**src/pwct_map.vh**
```
// register map, field positions, reset values and mode codes of the pulse width counter timer
`ifndef PWCT_MAP_VH
`define PWCT_MAP_VH

// ****************************************
// register offsets (4-bit word address)
// ****************************************
`define PWCT_ADDR_CTRL      4'h0
`define PWCT_ADDR_RELOAD    4'h1
`define PWCT_ADDR_COUNT     4'h2
`define PWCT_ADDR_RESULT    4'h3
`define PWCT_ADDR_STATUS    4'h4
`define PWCT_ADDR_MASK      4'h5
`define PWCT_ADDR_DIVSEL    4'h6

// ****************************************
// control register fields
// ****************************************
`define PWCT_CTRL_RUN       0
`define PWCT_CTRL_MODE_LO   1
`define PWCT_CTRL_MODE_HI   3
`define PWCT_CTRL_CLK_LO    4
`define PWCT_CTRL_CLK_HI    5
`define PWCT_CTRL_CONT      6
`define PWCT_CTRL_WIDTH     7
`define PWCT_CTRL_RESET     7'h00

// ****************************************
// operating modes
// ****************************************
`define PWCT_MODE_TIMER     3'h0
`define PWCT_MODE_HIGH      3'h1
`define PWCT_MODE_LOW       3'h2
`define PWCT_MODE_RISE_CYC  3'h3
`define PWCT_MODE_FALL_CYC  3'h4
`define PWCT_MODE_EDGE      3'h5

// ****************************************
// count clock selection: prescale terminal counts
// ****************************************
`define PWCT_PRE_WIDTH      8
`define PWCT_PRE_DIV4       8'h03
`define PWCT_PRE_DIV16      8'h0F
`define PWCT_PRE_DIV64      8'h3F
`define PWCT_CLK_SEL_4      2'h0
`define PWCT_CLK_SEL_16     2'h1

// ****************************************
// input divider selection
// ****************************************
`define PWCT_DIV_OFF        3'h0
`define PWCT_DIV_4          3'h1
`define PWCT_DIV_16         3'h2
`define PWCT_DIV_64         3'h3
`define PWCT_DIV_256        3'h4
`define PWCT_DIVSEL_WIDTH   3

// ****************************************
// status and mask bits
// ****************************************
`define PWCT_ST_OVF         0
`define PWCT_ST_DONE        1
`define PWCT_ST_WIDTH       2

`define PWCT_CNT_WIDTH      16
`define PWCT_CNT_ZERO       16'h0000
`define PWCT_CNT_ONES       16'hFFFF

`endif

```
**src/pwct_prescaler.v**
```verilog
// count clock prescaler giving a one-cycle tick at one of three rates
module pwct_prescaler
(
    input  wire       ref_clk,
    input  wire       srst,
    input  wire [1:0] clk_sel,
    output reg        tick
);

`include "pwct_map.vh"

    reg  [`PWCT_PRE_WIDTH-1:0] pre_cnt;
    reg  [`PWCT_PRE_WIDTH-1:0] terminal;

    // terminal count for the selected rate
    always @*
    begin
        case (clk_sel)
            `PWCT_CLK_SEL_4:  terminal = `PWCT_PRE_DIV4;
            `PWCT_CLK_SEL_16: terminal = `PWCT_PRE_DIV16;
            default:          terminal = `PWCT_PRE_DIV64;
        endcase
    end

    // free running divider; a rate change applies at once to the count in progress
    always @(posedge ref_clk)
    begin
        if (srst)
        begin
            pre_cnt <= {`PWCT_PRE_WIDTH{1'b0}};
            tick    <= 1'b0;
        end
        else if (pre_cnt >= terminal)
        begin
            pre_cnt <= {`PWCT_PRE_WIDTH{1'b0}};
            tick    <= 1'b1;
        end
        else
        begin
            pre_cnt <= pre_cnt + 1'b1;
            tick    <= 1'b0;
        end
    end

endmodule // pwct_prescaler

```
**src/pwct_input_div.v**
```verilog
// input pulse divider: toggles its output every 2, 8, 32 or 128 input rising edges
`include "pwct_map.vh"
module pwct_input_div
(
    input  wire                          ref_clk,
    input  wire                          srst,
    input  wire [`PWCT_DIVSEL_WIDTH-1:0] div_sel,
    input  wire                          pulse_in,
    output reg                           pulse_out
);

    reg        pulse_in_d;
    reg  [7:0] div_cnt;
    reg  [7:0] half;
    wire       rise;

    assign rise = pulse_in & ~pulse_in_d;

    // half period less one in input edges, so a full output cycle spans the divide ratio
    always @*
    begin
        case (div_sel)
            `PWCT_DIV_4:  half = 8'h01;
            `PWCT_DIV_16: half = 8'h07;
            `PWCT_DIV_64: half = 8'h1F;
            default:      half = 8'h7F;
        endcase
    end

    // bypass passes the input straight through, one cycle late
    always @(posedge ref_clk)
    begin
        if (srst)
        begin
            pulse_in_d <= 1'b0;
            div_cnt    <= 8'h00;
            pulse_out  <= 1'b0;
        end
        else
        begin
            pulse_in_d <= pulse_in;
            if (div_sel == `PWCT_DIV_OFF)
            begin
                pulse_out <= pulse_in;
                div_cnt   <= 8'h00;
            end
            else if (rise)
            begin
                if (div_cnt >= half)
                begin
                    div_cnt   <= 8'h00;
                    pulse_out <= ~pulse_out;
                end
                else
                    div_cnt <= div_cnt + 8'h01;
            end
        end
    end

endmodule // pwct_input_div

```
**src/pwct_timer.v**
```verilog
// pulse width counter timer: interval timer and input pulse measurement
// Notes on behaviour
// one 16-bit up counter serves both timer and measurement work
// interrupt on counter overflow and on end of a measurement
// timer mode raises a request at every software-set interval
// timer mode toggles the pulse output on each completed cycle
// counter clock picked by software from three internal rates
// high width rise to fall, low width fall to rise
// cycle measurement between rising edges or between falling edges
// edge mode counts from any edge to the next edge
// 8-bit input divider divides input by 4, 16, 64 or 256
// single measurement stops after one result, consecutive keeps going
// wrap from all ones sets overflow; timer restarts from reload value
//
// The register offsets and the address-and-strobe port were left to the implementer.
module pwct_timer
(
    input  wire        ref_clk,
    input  wire        srst,
    input  wire [3:0]  addr,
    input  wire [15:0] wdata,
    input  wire        wr_en,
    input  wire        rd_en,
    output reg  [15:0] rdata,
    input  wire        pulse_width_counter_in,
    output reg         pulse_width_counter_out,
    output wire        irq
);

`include "pwct_map.vh"

// ****************************************
// register map in brief
// ****************************************
    // ctrl: run, mode, count clock select, continuous
    // reload: value taken by the timer at each wrap
    // count: live counter, writable
    // result: last measured width or cycle, read only
    // status: overflow and done, sticky, cleared by a read
    // mask: per status bit enable onto the interrupt
    // divsel: input divider ratio, zero bypasses it

// ****************************************
// states and registers
// ****************************************
    localparam ST_IDLE  = 2'h0;
    localparam ST_ARM   = 2'h1;
    localparam ST_COUNT = 2'h2;

    reg  [`PWCT_CTRL_WIDTH-1:0]   ctrl;
    reg  [`PWCT_CNT_WIDTH-1:0]    reload;
    reg  [`PWCT_CNT_WIDTH-1:0]    count;
    reg  [`PWCT_CNT_WIDTH-1:0]    result;
    reg  [`PWCT_ST_WIDTH-1:0]     status;
    reg  [`PWCT_ST_WIDTH-1:0]     mask;
    reg  [`PWCT_DIVSEL_WIDTH-1:0] div_sel;
    reg  [1:0]                    state;
    reg  [1:0]                    next_state;
    reg                           sig_d;
    reg                           start_hit;
    reg                           stop_hit;
    reg                           done_ev;
    wire                          tick;
    wire                          sig;
    wire                          rise;
    wire                          fall;
    wire                          run;
    wire [2:0]                    mode;
    wire                          timer_mode;
    wire                          wrap;
    wire                          ovf_ev;

    assign run        = ctrl[`PWCT_CTRL_RUN];
    assign mode       = ctrl[`PWCT_CTRL_MODE_HI:`PWCT_CTRL_MODE_LO];
    assign timer_mode = (mode == `PWCT_MODE_TIMER);

    // measurement phases as flags, so counter and status logic read alike
    wire                          in_arm;
    wire                          in_count;
    assign in_arm   = (state == ST_ARM);
    assign in_count = (state == ST_COUNT);

// ****************************************
// register decode
// ****************************************
    // one strobe per writable register plus the status read; the bus never waits, so each is one cycle
    wire                          wr_ctrl;
    wire                          wr_reload;
    wire                          wr_count;
    wire                          wr_mask;
    wire                          wr_divsel;
    wire                          rd_status;

    assign wr_ctrl   = wr_en && (addr == `PWCT_ADDR_CTRL);
    assign wr_reload = wr_en && (addr == `PWCT_ADDR_RELOAD);
    assign wr_count  = wr_en && (addr == `PWCT_ADDR_COUNT);
    assign wr_mask   = wr_en && (addr == `PWCT_ADDR_MASK);
    assign wr_divsel = wr_en && (addr == `PWCT_ADDR_DIVSEL);
    assign rd_status = rd_en && (addr == `PWCT_ADDR_STATUS);

// ****************************************
// count clock and input divider
// ****************************************
    // three internal rates from the reference clock
    pwct_prescaler u_prescaler
    (
        .ref_clk (ref_clk),
        .srst    (srst),
        .clk_sel (ctrl[`PWCT_CTRL_CLK_HI:`PWCT_CTRL_CLK_LO]),
        .tick    (tick)
    );

    // divider only makes sense for cycle counts; it is applied to the input in any mode
    // it sits before edge detect, so every mode sees the same input delay
    pwct_input_div u_input_div
    (
        .ref_clk   (ref_clk),
        .srst      (srst),
        .div_sel   (div_sel),
        .pulse_in  (pulse_width_counter_in),
        .pulse_out (sig)
    );

    // edges of the divided input; low after reset, like an idle pin
    assign rise = sig & ~sig_d;
    assign fall = ~sig & sig_d;

    // previous level of the divided input
    always @(posedge ref_clk)
    begin
        if (srst)
            sig_d <= 1'b0;
        else
            sig_d <= sig;
    end

// ****************************************
// edge decode per measurement mode
// ****************************************
    // start and stop edges; cycle modes stop on the same edge kind that started
    // unknown mode codes never start, so the sequencer waits in arm with the counter held at zero
    always @*
    begin
        case (mode)
            `PWCT_MODE_HIGH:
            begin
                start_hit = rise;
                stop_hit  = fall;
            end
            `PWCT_MODE_LOW:
            begin
                start_hit = fall;
                stop_hit  = rise;
            end
            `PWCT_MODE_RISE_CYC:
            begin
                start_hit = rise;
                stop_hit  = rise;
            end
            `PWCT_MODE_FALL_CYC:
            begin
                start_hit = fall;
                stop_hit  = fall;
            end
            `PWCT_MODE_EDGE:
            begin
                start_hit = rise | fall;
                stop_hit  = rise | fall;
            end
            default:
            begin
                start_hit = 1'b0;
                stop_hit  = 1'b0;
            end
        endcase
    end

// ****************************************
// measurement sequencer
// ****************************************
    // idle until run, arm waits for start edge, count until stop edge
    always @*
    begin
        next_state = state;
        done_ev    = 1'b0;
        case (state)
            ST_IDLE:
            begin
                if (run && !timer_mode)
                    next_state = ST_ARM;
            end
            ST_ARM:
            begin
                if (!run || timer_mode)
                    next_state = ST_IDLE;
                else if (start_hit)
                    next_state = ST_COUNT;
            end
            ST_COUNT:
            begin
                if (!run || timer_mode)
                    next_state = ST_IDLE;
                else if (stop_hit)
                begin
                    done_ev = 1'b1;
                    // cycle modes may chain: the stop edge starts the next count
                    if (!ctrl[`PWCT_CTRL_CONT])
                        next_state = ST_IDLE;
                    else if (start_hit)
                        next_state = ST_COUNT;
                    else
                        next_state = ST_ARM;
                end
            end
            default:
                next_state = ST_IDLE;
        endcase
    end

    // sequencer state register
    always @(posedge ref_clk)
    begin
        if (srst)
            state <= ST_IDLE;
        else
            state <= next_state;
    end

// ****************************************
// shared up counter
// ****************************************
    assign wrap   = tick && (count == `PWCT_CNT_ONES);
    // a timer cycle completes at wrap; measurement overflow is also a wrap
    assign ovf_ev = wrap && ((timer_mode && run) || in_count);

    // one counter for both functions, counting on the selected tick
    // a software write to the counter wins over counting in the same cycle
    always @(posedge ref_clk)
    begin
        if (srst)
            count <= `PWCT_CNT_ZERO;
        else if (wr_count)
            count <= wdata;
        else if (timer_mode)
        begin
            if (run && tick)
                count <= wrap ? reload : count + 16'h0001;
        end
        else if (in_arm || (in_count && stop_hit))
            count <= `PWCT_CNT_ZERO;
        else if (in_count && tick)
            count <= count + 16'h0001;
    end

    // result latch and the timer pulse output
    // the result holds until the next completion, so it may be read late
    always @(posedge ref_clk)
    begin
        if (srst)
        begin
            result                  <= `PWCT_CNT_ZERO;
            pulse_width_counter_out <= 1'b0;
        end
        else
        begin
            if (done_ev)
                result <= count;
            if (!timer_mode)
                pulse_width_counter_out <= 1'b0;
            else if (ovf_ev)
                pulse_width_counter_out <= ~pulse_width_counter_out;
        end
    end

// ****************************************
// register bus and interrupt
// ****************************************
    // writes to control, reload, mask and divider; run drops itself after a single result
    // a control write in the cycle of a completion wins, keeping software in charge
    always @(posedge ref_clk)
    begin
        if (srst)
        begin
            ctrl    <= `PWCT_CTRL_RESET;
            reload  <= `PWCT_CNT_ZERO;
            mask    <= {`PWCT_ST_WIDTH{1'b0}};
            div_sel <= `PWCT_DIV_OFF;
        end
        else
        begin
            if (wr_ctrl)
                ctrl <= wdata[`PWCT_CTRL_WIDTH-1:0];
            else if (done_ev && !ctrl[`PWCT_CTRL_CONT])
                ctrl[`PWCT_CTRL_RUN] <= 1'b0;
            if (wr_reload)
                reload <= wdata;
            if (wr_mask)
                mask <= wdata[`PWCT_ST_WIDTH-1:0];
            if (wr_divsel)
                div_sel <= wdata[`PWCT_DIVSEL_WIDTH-1:0];
        end
    end

    // sticky status; a read clears it but an event in that cycle still lands
    always @(posedge ref_clk)
    begin
        if (srst)
            status <= {`PWCT_ST_WIDTH{1'b0}};
        else
        begin
            if (rd_status)
                status <= {`PWCT_ST_WIDTH{1'b0}};
            if (ovf_ev)
                status[`PWCT_ST_OVF] <= 1'b1;
            if (done_ev)
                status[`PWCT_ST_DONE] <= 1'b1;
        end
    end

    // level interrupt while any unmasked sticky bit is set
    assign irq = |(status & mask);

    // read data stand for exactly the cycle after the strobe; unmapped reads zero
    // zero outside the answer cycle lets an or-tree merge several slaves
    always @(posedge ref_clk)
    begin
        if (srst)
            rdata <= 16'h0000;
        else if (rd_en)
        begin
            case (addr)
                `PWCT_ADDR_CTRL:   rdata <= {9'h000, ctrl};
                `PWCT_ADDR_RELOAD: rdata <= reload;
                `PWCT_ADDR_COUNT:  rdata <= count;
                `PWCT_ADDR_RESULT: rdata <= result;
                `PWCT_ADDR_STATUS: rdata <= {14'h0000, status};
                `PWCT_ADDR_MASK:   rdata <= {14'h0000, mask};
                `PWCT_ADDR_DIVSEL: rdata <= {13'h0000, div_sel};
                default:           rdata <= 16'h0000;
            endcase
        end
        else
            rdata <= 16'h0000;
    end

endmodule // pwct_timer

```
**config.mk**
```make
export PLATFORM = sky130hd
export DESIGN_NAME = pwct_timer
export DESIGN_NICKNAME = d
export VERILOG_FILES = /design/src/pwct_prescaler.v /design/src/pwct_input_div.v /design/src/pwct_timer.v
export VERILOG_INCLUDE_DIRS = /design/src /design/src/src
export SDC_FILE = /design/constraint.sdc
export NUM_CORES = 1
export LEC_CHECK = 0
export BUFFER_PORTS_ARGS = -buffer_cell sky130_fd_sc_hd__buf_2
export CAP_MARGIN = 20
export CORE_MARGIN = 3
export CORE_UTILIZATION = 50
export CTS_BUF_LIST = sky130_fd_sc_hd__clkbuf_2 sky130_fd_sc_hd__clkbuf_4 sky130_fd_sc_hd__clkbuf_8
export CTS_CLUSTER_SIZE = 40
export DETAILED_ROUTE_END_ITERATION = 7
export PLACE_DENSITY = 0.68
export SYNTH_ARGS = -nofsm -noshare
export SYNTH_HDL_FRONTEND = slang
export SYNTH_SLANG_ARGS = --single-unit
```
**constraint.sdc**
```tcl
create_clock -name ref_clk -period 2.06 [get_ports ref_clk]
set_input_delay 0.618 -clock ref_clk [delete_from_list [all_inputs] [get_ports ref_clk]]
set_output_delay 0.618 -clock ref_clk [all_outputs]
set_load 0.1 [all_outputs]
```
Word-level counts from Yosys, hierarchy flattened
Cells that the tools add are included.
{"block": "word_totals", "out_inout_bits": 18, "inputBits": 25, "register_bits": 101}
{"block": "classes", "mux": 32, "n_eq_ne": 22, "addsub": 3, "n_lt_le_gt_ge": 2, "n_bitwise": 11, "n_reduce_logical": 43}
{"operator": "$pmux 16 s7", "count": 1}
{"operator": "$mux 16", "count": 6}
{"operator": "$pmux 7 s3", "count": 1}
{"operator": "$reduce_or 2->1", "count": 9}
{"operator": "$add 16x1->16 const B", "count": 1}
{"operator": "$add 8x1->8 const B", "count": 2}
{"operator": "$eq 16x16->1 const B", "count": 1}
{"operator": "$mux 2", "count": 8}
{"operator": "$logic_and 1x1->1", "count": 14}
{"operator": "$eq 3x2->1 const B", "count": 4}
{"operator": "$eq 4x3->1 const B", "count": 3}
{"operator": "$pmux 6 s2", "count": 1}
{"operator": "$mux 1", "count": 11}
{"operator": "$reduce_bool 2->1", "count": 5}
{"operator": "$eq 4x2->1 const B", "count": 2}
{"operator": "$ge 8x6->1", "count": 1}
{"operator": "$ge 8x7->1", "count": 1}
{"operator": "$mux 8", "count": 1}
{"operator": "$eq 3x1->1 const B", "count": 2}
{"operator": "$eq 3x3->1 const B", "count": 2}
{"operator": "$logic_not 3->1", "count": 2}
{"operator": "$ne 3x2->1 const B", "count": 2}
{"operator": "$not 1->1", "count": 6}
{"operator": "$pmux 1 s3", "count": 2}
{"operator": "other kinds (16)", "count": 25}

Depth between registers and ports, before layout
Gate-level depths: netlist of the first run.
{"block": "depth", "word_depth": 10, "depth_mapped": 10, "ltp_nobuf": 8}

Hierarchy
From an unflattened synthesis of the first run, not the netlist that was laid out.
{"block": "unflattened", "hier_cells": 584, "area_unflattened_um2": 5302.6}
{"mod": "pwct_timer", "area_each_um2": 4195.3, "n_inst": 1, "cells_each": 466}
{"mod": "pwct_input_div", "area_each_um2": 720.7, "n_inst": 1, "cells_each": 78}
{"mod": "pwct_prescaler", "area_each_um2": 386.6, "n_inst": 1, "cells_each": 40}

Worst setup path after synthesis of the first run
Ideal clock, no wire load.
{"block": "synth_path", "kind": "input to register", "startpoint": "in addr[1]", "endpoint": "reg rdata[6]", "path_slack_ns": -0.048, "stages": 4, "t_arrival_ns": 1.980, "setup_ns": 0.128, "n_path_buf": 2, "path_cell_list": "clkbuf_1 > buf_1 > mux4_2 > nor2b_1"}
{"block": "synth_between", "elab_chain_len": 2, "elab_cells_between_ends": 8, "classes_between": "eq/ne (6); mux (1); reduce/logical (1)"}
{"item": "start: declaration", "line_no": "pwct_timer.v:20", "source": "input wire [3:0] addr,"}
{"item": "$eq 4x3->1, or another cell as far along", "line_no": "pwct_timer.v:331", "source": "case (addr)"}
{"item": "$pmux 16 s7 (*)", "line_no": "pwct_timer.v:331"}
{"item": "end signal: assignment", "line_no": "pwct_timer.v:332", "source": "`PWCT_ADDR_CTRL: rdata <= {9'h000, ctrl};"}
{"item": "end signal: assignment", "line_no": "pwct_timer.v:333", "source": "`PWCT_ADDR_RELOAD: rdata <= reload;"}
{"item": "end signal: assignment", "line_no": "pwct_timer.v:334", "source": "`PWCT_ADDR_COUNT: rdata <= count;"}
{"item": "end: declaration", "line_no": "pwct_timer.v:24", "source": "output reg [15:0] rdata,"}
Every way passes the cells marked *; elsewhere a longest branch is shown, timed or not.
A chain may end at the register's enable or synchronous reset.

Worst setup path after layout of the first run
{"block": "layout_path", "startpoint": "reg sig_d", "endpoint": "reg count[5]"}
{"block": "layout_between", "elab_chain_len": 9, "elab_cells_between_ends": 12, "classes_between": "mux (4); bitwise (4); reduce/logical (4)"}
{"item": "start: declaration", "line_no": "pwct_timer.v:59", "source": "reg sig_d;"}
{"item": "start signal: assignment", "line_no": "pwct_timer.v:134", "source": "sig_d <= sig;"}
{"item": "$not 1->1", "line_no": "pwct_timer.v:125", "source": "assign rise = sig & ~sig_d;"}
{"item": "$and 1x1->1", "line_no": "pwct_timer.v:125"}
{"item": "$or 1x1->1", "line_no": "pwct_timer.v:168", "source": "stop_hit = rise | fall;"}
{"item": "$pmux 1 s3 (*)", "line_no": "pwct_timer.v:144", "source": "case (mode)"}
{"item": "$logic_and 1x1->1 (*)", "line_no": "pwct_timer.v:249", "source": "else if (in_arm || (in_count && stop_hit))"}
{"item": "$logic_or 1x1->1 (*)", "line_no": "pwct_timer.v:249"}
{"item": "$mux 16", "line_no": "pwct_timer.v:249"}
{"item": "$mux 16", "line_no": "pwct_timer.v:244", "source": "else if (timer_mode)"}
{"item": "$mux 16", "line_no": "pwct_timer.v:242", "source": "else if (wr_count)"}
{"item": "end signal: assignment", "line_no": "pwct_timer.v:241", "source": "count <= `PWCT_CNT_ZERO;"}
{"item": "end signal: assignment", "line_no": "pwct_timer.v:243", "source": "count <= wdata;"}
{"item": "end signal: assignment", "line_no": "pwct_timer.v:250", "source": "count <= `PWCT_CNT_ZERO;"}
{"item": "end: declaration", "line_no": "pwct_timer.v:52", "source": "reg [`PWCT_CNT_WIDTH-1:0] count;"}
Marked as above.

==> results.yml, run 1 <==
logic_synthesis:
  synthCells: 608
  ys_ff_latch: 101
  ys_types: 59
  synth-main-ff-cell: "dfxtp_1"
  muxShareOfSynthArea_pct: 9.29
  synth_area_mm2: 0.00513
  yosys_warnings: 0
  synthAdderAreaFrac_pct: 3.17
  synth_compound_area_share_pct: 17.0
  ys_seq_area_share_pct: 39.4
  synth_xor_area_share_pct: 4.78
  postSynth.asyncResetShare_pct: 0
  synth_enable_flop_cells: 0
  syn-num-nets: 646
  synth-simple-area-share_pct: 22.2
  synth_top_family_by_area: "simple AND/OR/NAND/NOR gates"
  avgSynthCellArea_um2: 8.44
timing:
  fmax_ghz: 0.480
  relSlewSlack_pct: 66.2
  clock_skew_ns: 0.0125
  hold_violations: 0
  fin_crit_ns: 2.08
  fin_ws_ns: -0.0237
  rsz0062_at_grt: "true"
  tns_ns: -0.0237
  final_max_slew_viol_count: 0
  finalSetupViolCount: 1
  worst_pin_slew_ns: 0.506
  post-route-period-util_pct: 101
finish:
  areaGrowthSynthToFinish_pct: 19.5
  post-route-util_pct: 62.2
  final_cell_mix: "96 x dfxtp_1, 92 x nor2_1, 79 x nand2_1"
  antenna_cells: 0
  drive_gt1_share_pct: 24.7
  fill_cells: 857
  final_cells: 822
  stdcell_area_mm2: 0.00613
  final_common_cell: "dfxtp_1"
  fin_nets: 722
placed_design:
  dp.cells: 801
  place_congestion: 0.883
  hpwl_um: 9840
  port_buffers: 42
  placed_area_mm2: 0.00574
clocking:
  cts_max_path_buffers: 2
  cts_tree: "done"
  h-tree-depth: 3
  clk_pin_slew_ns: 0.10
  worstSkewPairLatency_ns: 0.39
  cts_sinks: 101
  cts_buffers: 9
  root_buffer: "clkbuf_8"
worst_hold_path:
  min_path_type: "input pin to register"
  worstHoldStart: "wdata[11]"
  worstHoldPathCells: 3
  whs_endpoint: "reload[11]"
power:
  p_leak_nw: 2.56
  clkPwrFrac_pct: 36.0
  swShare_pct: 25.0
  comb_power_share_pct: 8.3
  seqPwrFrac_pct: 55.7
  ir_worst_vdd_v: 0.000654
  p_int_w: 0.00269
  p_switching_w: 0.000895
  powerDensity_mw_per_mm2: 584
worst_setup_path:
  cp-start-kind: "register"
  reg2reg_to: "count[5]"
  reg2reg_from: "sig_d"
  crit_path_end_kind: "register"
  ff2ff_path_depth: 9
  critPathMaxFanout: 3
  r2r_slack_ns: -0.02
  critPathKind: "register to register"
  cp_data_arrival_time_ns: 2.38
  cp.required_ns: 2.35
die:
  die_y_um: 107
  rows: 36
  core_area_mm2: 0.00986
  dieArea_mm2: 0.0115
  start_util_pct: 52.0
  ios: 43
  die_w_um: 107
global_routing:
  grt_pass1_vias: 4519
  grt_start_max_net_pins: 38
  grt.total_usage_pct: 24.7
  grt_pass1_wl_um: 22600
  antenna_found_initial: 0
  gr-total-overflow: 0
route:
  drc: 0
  dr.first_iter.drc_count: 347
  wl_um: 13700
  drtPass1Iterations: 5
  vias_per_cell: 5.73
  vias: 4710
  post_drt_wl_per_cell_um: 16.7
  final_antenna_net_count: 0
status:
  failed_checks: "negative setup slack"
  outcome: "complete, but fails checks"
flow_run:
  max-cap-violations: 0
==> cells by family after synthesis <==
kind of cell             Yosys count
AND/OR/NAND/NOR                  250
XOR/XNOR                          28
AO/OA/AOI/OAI                    130
flip-flops                       101
multiplexers                      39
other                              1
adder cells (fa/ha/maj)           13
buffers and inverters             46
==> worst max-delay path by stage <==
stage,slack [ns],start,end,depth (start not counted)
2_1_floorplan,0.02,div_sel[0],u_input_div.div_cnt[0],8
3_3_place_gp,-0.02,div_sel[0],u_input_div.div_cnt[5],8
3_5_place_dp,-0.20,div_sel[0],u_input_div.div_cnt[0],8
4_1_cts,0.002,div_sel[1],u_input_div.pulse_out,8
5_1_grt,-0.11,sig_d,count[5],9
6_report,-0.02,sig_d,count[5],9
==> state kept, by name, indices dropped and copies added (netlist names), 2 cells and up <==
name / cells
count: 16
ctrl: 7
div_sel: 3
mask: 2
rdata: 16
reload: 16
result: 16
state: 2
status: 2
u_input_div.div_cnt: 8
u_prescaler.pre_cnt: 8
==> cell type report <==
cell class	instances	area, um2	share of cell area [%]
multi-input cells	461	3040	49.5
flip-flops and latches	101	2030	33.1
repair buffers	101	664	10.8
well taps	133	166	2.71
clock buffers	10	138	2.24
clock inverters	6	62.6	1.02
inverters	10	37.5	0.612
==> critical path, cell delays in order (launching register included) <==
cell and delay (ns):
dfxtp_2 0.34, inv_2 0.03, ha_2 0.17, nor2b_4 0.13, a32o_2 0.24, or2_4 0.28
a211oi_4 0.28, buf_6 0.15, a22oi_2 0.07, o41ai_2 0.30
==> through the flow <==
stage / setup WS, ns / hold WS (ns) / total power [W]
6_report: -0.0237 / 0.468 / 0.00358
5_1_grt: -0.112 / 0.460 / 0.00371
4_1_cts: 0.00152 / 0.449 / 0.00360
3_5_place_dp: -0.201 / 0.459 / 0.00231
3_3_place_gp: -0.0212 / 0.441 / 0.00231
2_1_floorplan: 0.0242 / 0.430 / 0.00220
==> synth_stat cells, types with 10 or more instances <==
cell type,count,area (um2)
mux2i_1,24,240
nand2b_1,11,68.8
ha_1,13,163
nor2_1,93,349
nor2b_1,12,75.1
o21ai_0,14,70.1
a21oi_1,44,220
nand2_1,79,297
a22oi_1,10,75.1
buf_2,10,50.1
clkbuf_1,20,75.1
inv_1,10,37.5
xor2_1,13,114
dfxtp_1,101,2020
xnor2_1,15,131
nand3_1,14,70.1
==> power by group through the flow <==
stage                     clock, W  sequential, W  combinational [W]
after floorplan                  0        0.00204           0.000158
after global placement           0        0.00204           0.000268
after detailed placement         0        0.00204           0.000274
after CTS                  0.00132        0.00200           0.000280
after global routing       0.00139        0.00200           0.000323
final                      0.00129        0.00200           0.000295
==> repair_timing <==
action	in CTS	in global routing
endpoints found under the setup margin	14	25
resized for setup	9	29
pin swaps	3	21
hold buffers	0	0
buffers inserted	2	3
==> per-layer routing <==
| layer | GRT usage, % | up-vias | part of all wire [%] |
|---|---|---|---|
| met5 | 0 | - | 0 |
| met4 | 7.12 | 0 | 1.7 |
| met3 | 5.64 | 20 | 5.8 |
| met2 | 39.6 | 147 | 47 |
| met1 | 33.2 | 2258 | 46 |
| li1 | - | 2285 | - |
Power figures use the tool's default switching activity.
==> run 2: changes to the inputs <==
Settings changed: ABC_AREA set to 1.
Clock period 2.06 ns to 1.68 ns, I/O delays scaled along.
==> run 2 against run 1 <==
Compared with the run above:
- routed wire length rose by 14%
- count of clock-buffer cells in the layout is the same
- critical endpoint is now u_input_div.div_cnt[0]
- cell count rose by 24%
- the flow still finishes with violations (negative setup slack)
- largest cell class unchanged
- synthesized cell count grew 26%
- combinational power rose by 58%
==> results.yml, run 2 <==
logic_synthesis:
  synth_enable_flop_cells: 0
  synth_common_cells: "147 x nand2_1, 101 x dfxtp_1, 98 x nor2_1"
  ys_ff_latch: 101
  postSynth.asyncResetShare_pct: 0
  synth_top_area_cell: "dfxtp_1"
  synth_top_area_share_pct: 38.6
  avgSynthCellArea_um2: 6.83
  synth_xor_area_share_pct: 2.51
  synth_compound_area_share_pct: 19.0
  ys_types: 39
  yosys_warnings: 0
  synth_top_family_by_area: "simple AND/OR/NAND/NOR gates"
  ys_seq_area_share_pct: 38.6
  syn-num-nets: 804
  yosysMostFrequentCell: "nand2_1"
  synthAdderAreaFrac_pct: 3.11
  muxShareOfSynthArea_pct: 0
  synth-main-ff-cell: "dfxtp_1"
  synth_area_leaders: "dfxtp_1 39%, nand2_1 11%, nor2_1 7.0%"
  synth-simple-area-share_pct: 26.6
  synth_area_mm2: 0.00523
  synthCells: 766
power:
  seqPwrFrac_pct: 52.5
  clkPwrFrac_pct: 37.7
  p_leak_nw: 3.04
  p_switching_w: 0.00122
  comb_power_share_pct: 9.9
  ir_worst_vdd_v: 0.000442
  swShare_pct: 25.9
  powerDensity_mw_per_mm2: 700
  p_int_w: 0.00349
finish:
  final_common_cell: "nand2_1"
  fill_cells: 881
  antenna_cells: 0
  stdcell_area_mm2: 0.00672
  drive_gt1_share_pct: 26.8
  fin_nets: 920
  areaGrowthSynthToFinish_pct: 28.4
  final_cell_mix: "131 x nand2_1, 93 x inv_1, 90 x dfxtp_1"
die:
  die_w_um: 108
  start_util_pct: 52.6
  core_area_mm2: 0.00995
  rows: 36
  die_y_um: 108
  dieArea_mm2: 0.0117
  ios: 43
worst_setup_path:
  critPathMaxFanout: 7
  cp-start-kind: "register"
  cp_data_arrival_time_ns: 2.09
  critPathKind: "register to register"
  cp.required_ns: 2.00
  crit_path_end_kind: "register"
global_routing:
  grt_pass1_vias: 5387
  grt.total_usage_pct: 27.5
  grt_start_max_net_pins: 43
  grt_pass1_wl_um: 25600
  gr-total-overflow: 0
  antenna_found_initial: 0
route:
  post_drt_wl_per_cell_um: 15.4
  vias: 5614
  final_antenna_net_count: 0
  dr.first_iter.drc_count: 473
  vias_per_cell: 5.50
  wl_um: 15700
  drc: 0
  drtPass1Iterations: 5
timing:
  post-route-period-util_pct: 105
  fmax_ghz: 0.566
  fin_crit_ns: 1.77
  hold_violations: 0
  fin_hold_ws_ns: 0.364
  rsz0062_at_grt: "true"
  clock_skew_ns: 0.0144
  tns_ns: -1.58
  finalSetupViolCount: 30
  fin_ws_ns: -0.0856
  final_max_slew_viol_count: 0
clocking:
  clk_pin_slew_ns: 0.10
  root_buffer: "clkbuf_8"
  worstSkewPairLatency_ns: 0.38
  h-tree-depth: 3
  cts_max_path_buffers: 2
  cts_tree: "done"
  cts_sinks: 101
  cts_buffers: 9
placed_design:
  place_congestion: 0.894
  port_buffers: 42
  placed_area_mm2: 0.00609
  hpwl_um: 10900
  place_ws_ns: -0.168
status:
  failed_checks: "negative setup slack"
  outcome: "complete, but fails checks"
worst_hold_path:
  min_path_type: "input pin to register"
flow_run:
  max-cap-violations: 0
## run 2: changes by cell type after synthesis, sizes merged, moves of 10 or more
cell    before  now
a21oi       44   60
a22oi       10    0
inv         10  104
mux2i       24    0
nand2       79  154
nand2b      11    0
nand3       15   48
nor2b       12    0
o21ai       14   87
o22ai        1   13
xnor2       15    3
## run 2: cells by family after synthesis
family | count (synthesis)
AND/OR/NAND/NOR | 323
AO/OA/AOI/OAI | 183
buffers and inverters | 130
flip-flops | 101
XOR/XNOR | 15
adder cells (fa/ha/maj) | 13
other | 1
## run 2: power groups by stage
stage               clock, W  combinational (W)  sequential (W)
floorplan                  0           0.000227         0.00252
global placement           0           0.000402         0.00251
detailed placement         0           0.000412         0.00252
CTS                  0.00179           0.000436         0.00246
global route         0.00189           0.000515         0.00247
finish               0.00177           0.000465         0.00247
## run 2: worst max-delay path, cell delays in order (launching register included)
cell and delay (ns):
dfxtp_2 0.35, inv_2 0.05, nor3_4 0.19, ha_1 0.25
nand2_1 0.06, nand2_1 0.06, a21oi_2 0.13, nand2_1 0.06
nand2_1 0.06, nand2_1 0.07, nand2_2 0.08, nand2_2 0.06
nand2_2 0.10, nand2_4 0.09, a21oi_2 0.11
## run 2: path summary, 6_finish.rpt
kind | from | endpoint | slack, ns | depth (start not counted)
min | pulse_width_counter_in | u_input_div.pulse_in_d | 0.36 | 3
min reg2reg | result[15] | result[15] | 0.46 | 2
max | div_sel[0] | u_input_div.div_cnt[0] | -0.09 | 14
max reg2reg | div_sel[0] | u_input_div.div_cnt[0] | -0.09 | 14
## run 2: per-stage QoR
step	power, W	util [%]	std cells
final	0.00470	67.5	1020
after global routing	0.00488	67.5	1020
after CTS	0.00469	65.6	1018
after detailed placement	0.00293	61.2	995
after global placement	0.00292	61.2	995
after floorplan	0.00274	-	766
## run 2: what timing repair did
action,CTS,global route
setup buffers,2,3
setup endpoints to repair,41,50
resized for setup,47,57
pin swaps,9,18
hold buffers,0,0
gates cloned,5,0
## run 2: cell type report
type,count,area (um2),area share (%)
clock inverter,6,86.3,1.28
sequential,101,2040,30.3
inverter,108,420,6.26
clock buffer,10,138,2.05
tap,133,166,2.48
timing repair inverter,1,8.76,0.130
timing repair buffer,122,868,12.9
multi-input combinational,539,3000,44.6
## run 2: layer usage
layer	vias up	wire (um)	track usage, %	part of all wire (%)
li1	2737	-	-	-
met1	2576	6950	38.2	44
met2	257	7080	42.7	45
met3	44	1260	4.78	8.0
met4	0	386	10.7	2.5
met5	-	0	0	0
